<file path="src/inc/hmw_defs.vh">
`ifndef HMW_DEFS_VH
`define HMW_DEFS_VH
// ===========================================
// cycle codes
`define HMW_START_WRITE 4'hE
`define HMW_SIZE_BYTE 4'h0
`define HMW_SYNC_READY 4'h0
`define HMW_ALL_ONES 4'hF
`define HMW_ABORT_CODE 4'hF
// ===========================================
// field positions and counts
`define HMW_ADDR_NIBBLES 3'h7
`define HMW_TARGET_BIT 22
// ===========================================
// reset values
`define HMW_ADDR_RESET 28'h0000000
`define HMW_DATA_RESET 8'h00
`define HMW_NIB_RESET 4'h0
`define HMW_PIN_RESET 9'h1FF
`endif

</file>
<file path="src/hmw_pin_sync.v">
// ===========================================
// two-stage synchroniser for the bus pins; only stage two is read
`include "hmw_defs.vh"
module hmw_pin_sync (
    input wire clk_i,
    input wire srst_i,
    input wire [8:0] d_i,
    output wire [8:0] q_o
);
    reg [8:0] meta_q;
    reg [8:0] sync_q;
    always @(posedge clk_i) begin
        if (srst_i) begin
            meta_q <= `HMW_PIN_RESET;
            sync_q <= `HMW_PIN_RESET;
        end else begin
            meta_q <= d_i;
            sync_q <= meta_q;
        end
    end
    assign q_o = sync_q;
endmodule

</file>
<file path="src/hmw_write_cycle.v">
// Summary of operation
// - start code 1110 with frame opens a memory write cycle
// - second nibble selects device; only a match with straps responds
// - clocks 3 to 9 carry a 28-bit address in seven nibbles
// - address nibbles arrive most significant first, shifted in
// - clock 10 size nibble; only 0000 single byte is supported
// - clocks 11 and 12 carry the byte, low nibble first
// - clock 14 bus floats, then the device takes over
// - device drives ready sync 0000 in clock 15; the synchroniser lag puts it in clock 17 here
// - device drives 1111 in clock 16 then releases the bus; here 1111 lands in clock 18
// - every nibble is sampled on the rising clock edge
// - address bit 22 high targets the array, low the registers
// - frame again mid-cycle aborts; bus stays released until code 1111
`include "hmw_defs.vh"
module hmw_write_cycle (
    input wire clk_i,
    input wire srst_i,
    input wire [3:0] hub_nibble_bus_i,
    input wire cycle_frame_pin_n_i,
    input wire [3:0] strap_identity_pins_i,
    output reg [3:0] hub_nibble_bus_o,
    output reg hub_nibble_bus_oe_o,
    output reg [27:0] wr_addr_o,
    output reg [7:0] wr_data_o,
    output reg wr_array_sel_o,
    output reg wr_strobe_o
);
    // ===========================================
    // states
    localparam [3:0] ST_IDLE = 4'h0;
    localparam [3:0] ST_SEL = 4'h1;
    localparam [3:0] ST_ADDR = 4'h2;
    localparam [3:0] ST_SIZE = 4'h3;
    localparam [3:0] ST_DLO = 4'h4;
    localparam [3:0] ST_DHI = 4'h5;
    localparam [3:0] ST_TURN_FIRST = 4'h6;
    localparam [3:0] ST_TURN_SECOND = 4'h7;
    localparam [3:0] ST_SYNC = 4'h8;
    localparam [3:0] ST_TARD = 4'h9;
    localparam [3:0] ST_ABORT = 4'hA;

    // ===========================================
    // shared nibble decode
    // one compare serves start, select, size and abort, so all decode alike
    function match_nib;
        input [3:0] a;
        input [3:0] b;
        begin
            match_nib = (a == b);
        end
    endfunction

    // ===========================================
    // internal signals
    wire [8:0] pins_s;
    wire [3:0] nib;
    wire [3:0] strap_s;
    wire frame;
    wire start_hit;
    wire abort_hit;
    wire in_cycle;
    wire accept;
    wire hand_off;
    wire [27:0] addr_shift;
    reg [3:0] state_q;
    reg [3:0] state_d;
    reg [2:0] cnt_q;
    reg sel_q;
    reg size_ok_q;
    reg [27:0] addr_q;
    reg [3:0] dlo_q;
    reg drive_en_d;
    reg [3:0] drive_val_d;

    // ===========================================
    // pin synchronisation
    // the straps are sampled too; a strap that moves while a cycle runs
    // would otherwise reach the select compare half-settled
    // the pins reach the state machine two clocks late; every response keeps that lag
    hmw_pin_sync u_sync (
        .clk_i(clk_i),
        .srst_i(srst_i),
        .d_i({cycle_frame_pin_n_i, strap_identity_pins_i, hub_nibble_bus_i}),
        .q_o(pins_s)
    );
    assign nib = pins_s[3:0];
    assign strap_s = pins_s[7:4];
    assign frame = ~pins_s[8];

    // ===========================================
    // field decode
    assign start_hit = frame && match_nib(nib, `HMW_START_WRITE);
    assign abort_hit = match_nib(nib, `HMW_ABORT_CODE);
    // a start frame may stretch over the select clock, so that clock never aborts
    assign in_cycle = (state_q != ST_IDLE) && (state_q != ST_SEL) && (state_q != ST_ABORT);
    // ready sync claims acceptance, so an unsupported size is not answered
    assign accept = sel_q && size_ok_q;
    assign hand_off = (state_q == ST_DHI) && (state_d == ST_TURN_FIRST) && accept;

    // ===========================================
    // address shift path, one nibble slot per stage
    // slot six carries address bits 27 to 24 once all seven have passed
    genvar g;
    generate
        for (g = 1; g < `HMW_ADDR_NIBBLES; g = g + 1) begin : g_shift
            assign addr_shift[g*4+3:g*4] = addr_q[g*4-1:g*4-4];
        end
    endgenerate
    // the newest nibble enters at the bottom, so the first one ends up on top
    assign addr_shift[3:0] = nib;

    // ===========================================
    // next state
    always @* begin
        state_d = state_q;
        case (state_q)
            ST_IDLE: begin
                if (start_hit) state_d = ST_SEL;
            end
            ST_SEL: state_d = ST_ADDR;
            ST_ADDR: begin
                // the last nibble shifts in on the same edge that leaves this state
                if (cnt_q == `HMW_ADDR_NIBBLES - 3'h1) state_d = ST_SIZE;
            end
            ST_SIZE: state_d = ST_DLO;
            ST_DLO: state_d = ST_DHI;
            ST_DHI: state_d = ST_TURN_FIRST;
            ST_TURN_FIRST: state_d = ST_TURN_SECOND;
            ST_TURN_SECOND: state_d = ST_SYNC;
            ST_SYNC: state_d = ST_TARD;
            ST_TARD: state_d = ST_IDLE;
            ST_ABORT: begin
                if (abort_hit) state_d = ST_IDLE;
            end
            default: state_d = ST_IDLE;
        endcase
        // a frame inside the cycle terminates it
        if (frame && in_cycle) begin
            state_d = ST_ABORT;
        end
    end

    // ===========================================
    // sequencing and field capture
    // the counter restarts in the select clock so a cut cycle leaves no stale count
    always @(posedge clk_i) begin
        if (srst_i) begin
            state_q <= ST_IDLE;
            cnt_q <= 3'h0;
            sel_q <= 1'b0;
            size_ok_q <= 1'b0;
            addr_q <= `HMW_ADDR_RESET;
            dlo_q <= `HMW_NIB_RESET;
        end else begin
            state_q <= state_d;
            if (state_q == ST_SEL) begin
                sel_q <= match_nib(nib, strap_s);
                cnt_q <= 3'h0;
            end
            if (state_q == ST_ADDR) begin
                addr_q <= addr_shift;
                cnt_q <= cnt_q + 3'h1;
            end
            if (state_q == ST_SIZE) begin
                size_ok_q <= match_nib(nib, `HMW_SIZE_BYTE);
            end
            if (state_q == ST_DLO) begin
                dlo_q <= nib;
            end
        end
    end

    // ===========================================
    // write port toward the array and register space
    // address and data stand until the next accepted write
    // the strobe is a single clock pulse; consumers must latch on it
    always @(posedge clk_i) begin
        if (srst_i) begin
            wr_addr_o <= `HMW_ADDR_RESET;
            wr_data_o <= `HMW_DATA_RESET;
            wr_array_sel_o <= 1'b0;
            wr_strobe_o <= 1'b0;
        end else begin
            wr_strobe_o <= hand_off;
            if (hand_off) begin
                wr_data_o <= {nib, dlo_q};
                wr_addr_o <= addr_q;
                wr_array_sel_o <= addr_q[`HMW_TARGET_BIT];
            end
        end
    end

    // ===========================================
    // bus drive: sync in the first owned clock, ones in the second
    // value and enable are registered together, so the pads never
    // see the enable ahead of the value
    // sync and ones are the only values this side ever puts on the bus
    always @* begin
        drive_en_d = 1'b0;
        drive_val_d = `HMW_ALL_ONES;
        if (accept && state_d == ST_SYNC) begin
            drive_en_d = 1'b1;
            drive_val_d = `HMW_SYNC_READY;
        end
        if (accept && state_d == ST_TARD) begin
            drive_en_d = 1'b1;
            drive_val_d = `HMW_ALL_ONES;
        end
    end

    always @(posedge clk_i) begin
        if (srst_i) begin
            hub_nibble_bus_o <= `HMW_ALL_ONES;
            hub_nibble_bus_oe_o <= 1'b0;
        end else begin
            hub_nibble_bus_o <= drive_val_d;
            hub_nibble_bus_oe_o <= drive_en_d;
        end
    end
endmodule

</file>
<file path="config.mk">
export PLATFORM = sky130hd
export DESIGN_NAME = hmw_write_cycle
export DESIGN_NICKNAME = d
export VERILOG_FILES = /design/src/hmw_pin_sync.v /design/src/hmw_write_cycle.v
export VERILOG_INCLUDE_DIRS = /design/src /design/src/inc
export SDC_FILE = /design/constraint.sdc
export NUM_CORES = 1
export LEC_CHECK = 0
export ABC_AREA = 1
export BUFFER_PORTS_ARGS = -buffer_cell sky130_fd_sc_hd__buf_4
export CORE_ASPECT_RATIO = 0.75
export CORE_UTILIZATION = 56
export CTS_CLUSTER_DIAMETER = 200
export DETAILED_ROUTE_END_ITERATION = 8
export GPL_TIMING_DRIVEN = 0
export PLACE_DENSITY = 0.89
export SLEW_MARGIN = 15
export SYNTH_ARGS = -nofsm -noshare
export SYNTH_HDL_FRONTEND = slang
export SYNTH_HIERARCHICAL = 1
export SYNTH_SLANG_ARGS = --single-unit
</file>
<file path="constraint.sdc">
create_clock -name clk_i -period 1.6 [get_ports clk_i]
set_input_delay 0.08 -clock clk_i [delete_from_list [all_inputs] [get_ports clk_i]]
set_output_delay 0.08 -clock clk_i [all_outputs]
set_load 0.05 [all_outputs]
</file>
==> results_dict.tcl <==
set metrics [dict create \
    arrival_ns 1.83 \
    slew_headroom_pct 72.9 \
    r2r-end "wr_addr_o[5]$_SDFFE_PP0P_" \
    timing.rr.start "state_q[1]$_SDFF_PP0_" \
    cts_sinks 98 \
    finalHoldViolCount 0 \
    fin_hold_ws_ns 0.205 \
    rows 25 \
    p_sw_share_pct 21.6 \
    crit_type "reg -> reg" \
    path_clk_slew_ns 0.09 \
    pre_cts_ws_ns -0.0345 \
    insertion_delay_ns 0.36 \
    finalWeightedCongestion 0.881 \
    dr_total_vias 3379 \
    required_ns 1.86 \
    synth.distinct_cells 28 \
    pin_count 54 \
    powerDensity_nw_per_um2 928 \
    cts-htree-levels 3 \
    die_h_um 73.7 \
    rsz0062_at_grt "yes" \
    syn2layout_area_growth_pct 24.0 \
    p_leak_nw 2.50 \
    route.detailed.drc 10 \
    r2r_setup_slack_ns 0.03 \
    wirelength_um 8580 \
    syn_inst 523 \
    antenna_cells 0 \
    endpoint_kind "flop" \
    cts_tree "done" \
    cts_buffers 9 \
    finalWorstSetupSlack_ns 0.0303 \
    critPathMaxFanout 10 \
    grt_usage_pct 25.0 \
    intPower_w 0.00347 \
    core_area_um2 6470 \
    finalPower_w 0.00442 \
    grt_max_degree 17 \
    layout.nets 616 \
    avgViaCountPerCell 4.90 \
    critPathLaunch "state_q[1]$_SDFF_PP0_" \
    die_area_um2 7200 \
    period_minus_slack_ns 1.57 \
    utilization_pct 73.5 \
    fmax_ghz 0.637 \
    grt_pass1_wl_um 14000 \
    seq_area_frac_synth_pct 51.1 \
    initial_core_util_pct 59.3 \
    wl_per_cell_um 12.5 \
    rr_worst_depth 7 \
    cts_root_buffer "clkbuf_8" \
    synth_area_um2 3840 \
    pwr-share-clk_pct 40.1 \
    clockBufferDepth 2 \
    min-delay-path-class "in -> reg" \
    port_buffers 53 \
    max_slew.worst_pin.slew_ns 0.407 \
    synth.net_count 536 \
    skew_ns 0.00421 \
    crit_path_start_kind "flop" \
    drive_gt1_share_pct 18.6 \
    comb_power_share_pct 3.7 \
    grt_pass1_vias 3061 \
    setup_viol 0 \
    ir_drop_v 0.000594 \
    violations "DRC" \
    p_switching_w 0.000952 \
    postPlaceCellArea_um2 4340 \
    slew_violations 0 \
    hpwl_um 5600 \
    final_cell_area_um2 4760 \
    route.antenna.remaining_nets 0 \
    most-common-layout-cells "nor2_1, nand2_1, dfxtp_1" \
    drv_cap 0 \
    antenna_found_initial 0 \
    crit_path_end "wr_addr_o[5]$_SDFFE_PP0P_" \
    synth.avg_cell_area_um2 7.34 \
    drt_first_pass_iters 9 \
    grt_overflow 0 \
    outcome "finished with violations" \
    first_iter_violations 240 \
    final_common_cell "nor2_1" \
    p_seq_share_pct 56.2 \
    die_width_um 97.6 \
    synth-seq-cells 98 \
    fin_crit_sh_pct 98.1 \
    yosys_warnings 6 \
]
Yosys cell counts, drive strengths merged:
cell type | n | share of area, %
nor2 | 117 | 12
nand2 | 114 | 11
dfxtp | 98 | 51
inv | 83 | 8.1
o21ai | 35 | 4.7
a21oi | 26 | 3.4
buf | 18 | 3.7
nand3 | 9 | 1.8
clkbuf | 8 | 0.78
nor3 | 4 | 0.81
xnor2 | 4 | 0.91
ha | 2 | 0.65
clkinv | 1 | 0.098
nand4 | 1 | 0.16
nor3b | 1 | 0.20
o22ai | 1 | 0.16
xor2 | 1 | 0.23
sequential cells by signal (all words and copies together), names as in the netlist, 3 cells and up:
| name | flops |
|---|---|
| wr_addr_o | 28 |
| wr_data_o | 8 |
| dlo_q | 4 |
| cnt_q | 3 |
| u_sync/q_o | 9 |
| u_sync/meta_q | 9 |
| state_q | 4 |
| addr_q | 28 |
layout make-up:
| cell class | count | area [um2] |
|---|---|---|
| Clock buffer | 10 | 138 |
| Clock inverter | 6 | 87.6 |
| Buffer | 25 | 176 |
| Fill cell | 464 | 1710 |
| Sequential cell | 98 | 1970 |
| Tap cell | 81 | 101 |
| Timing Repair Buffer | 69 | 551 |
| Multi-Input combinational cell | 316 | 1420 |
| Inverter | 84 | 315 |
metrics by stage:
stage	std cells	TNS [ns]
3_5_place_dp	657	-0.105
5_1_grt	689	-0.138
6_report	689	0
2_1_floorplan	523	0
4_1_cts	688	-0.0154
3_3_place_gp	657	0
timing repair:
item | CTS | global route
resized for setup | 2 | 16
hold endpoints to repair | 14 | 0
gates cloned | 1 | 0
setup buffers | 1 | 2
pin swaps | 0 | 4
setup endpoints to repair | 15 | 56
hold buffers | 13 | 0
worst max-delay path, stage by stage (launching register included):
cell,delay (ns)
dfxtp_2,0.35
inv_2,0.10
nand2_2,0.10
nor3_4,0.30
nand3_4,0.20
buf_4,0.22
nor2_1,0.12
nor2_1,0.07
kinds of logic after synthesis:
family,Yosys count,share of synthesized area (%)
xor+xnor,5,1.14
flops,98,51.1
simple gates,246,26.2
compound gates,62,8.21
fa+ha+maj,2,0.651
buf+inv,110,12.7
worst min-delay path by stage:
stage / cells past startpoint / start / endpoint
4_1_cts: 3 / srst_i / cnt_q[1]$_SDFFE_PP0P_
3_3_place_gp: 3 / strap_identity_pins_i[3] / u_sync/meta_q[7]$_SDFF_PP1_
6_report: 3 / srst_i / cnt_q[1]$_SDFFE_PP0P_
2_1_floorplan: 2 / strap_identity_pins_i[3] / u_sync/meta_q[7]$_SDFF_PP1_
5_1_grt: 3 / srst_i / wr_strobe_o$_SDFF_PP0_
3_5_place_dp: 3 / strap_identity_pins_i[3] / u_sync/meta_q[7]$_SDFF_PP1_
power by group through the flow:
| stage | Clock (W) | Sequential (W) | Combinational [W] |
|---|---|---|---|
| CTS | 0.00179 | 0.00248 | 0.000159 |
| floorplan | 0 | 0.00253 | 0.0000892 |
| detailed placement | 0 | 0.00254 | 0.000133 |
| finish | 0.00177 | 0.00248 | 0.000162 |
| global placement | 0 | 0.00254 | 0.000127 |
| global route | 0.00188 | 0.00249 | 0.000179 |
routing by layer:
layer / global-route usage [%] / wire [um]
met5: 0 / 0
met4: 8.42 / 146
met1: 32.3 / 3920
met2: 42.2 / 3970
met3: 5.42 / 539
Note: power is estimated with default switching activity, not from simulation.
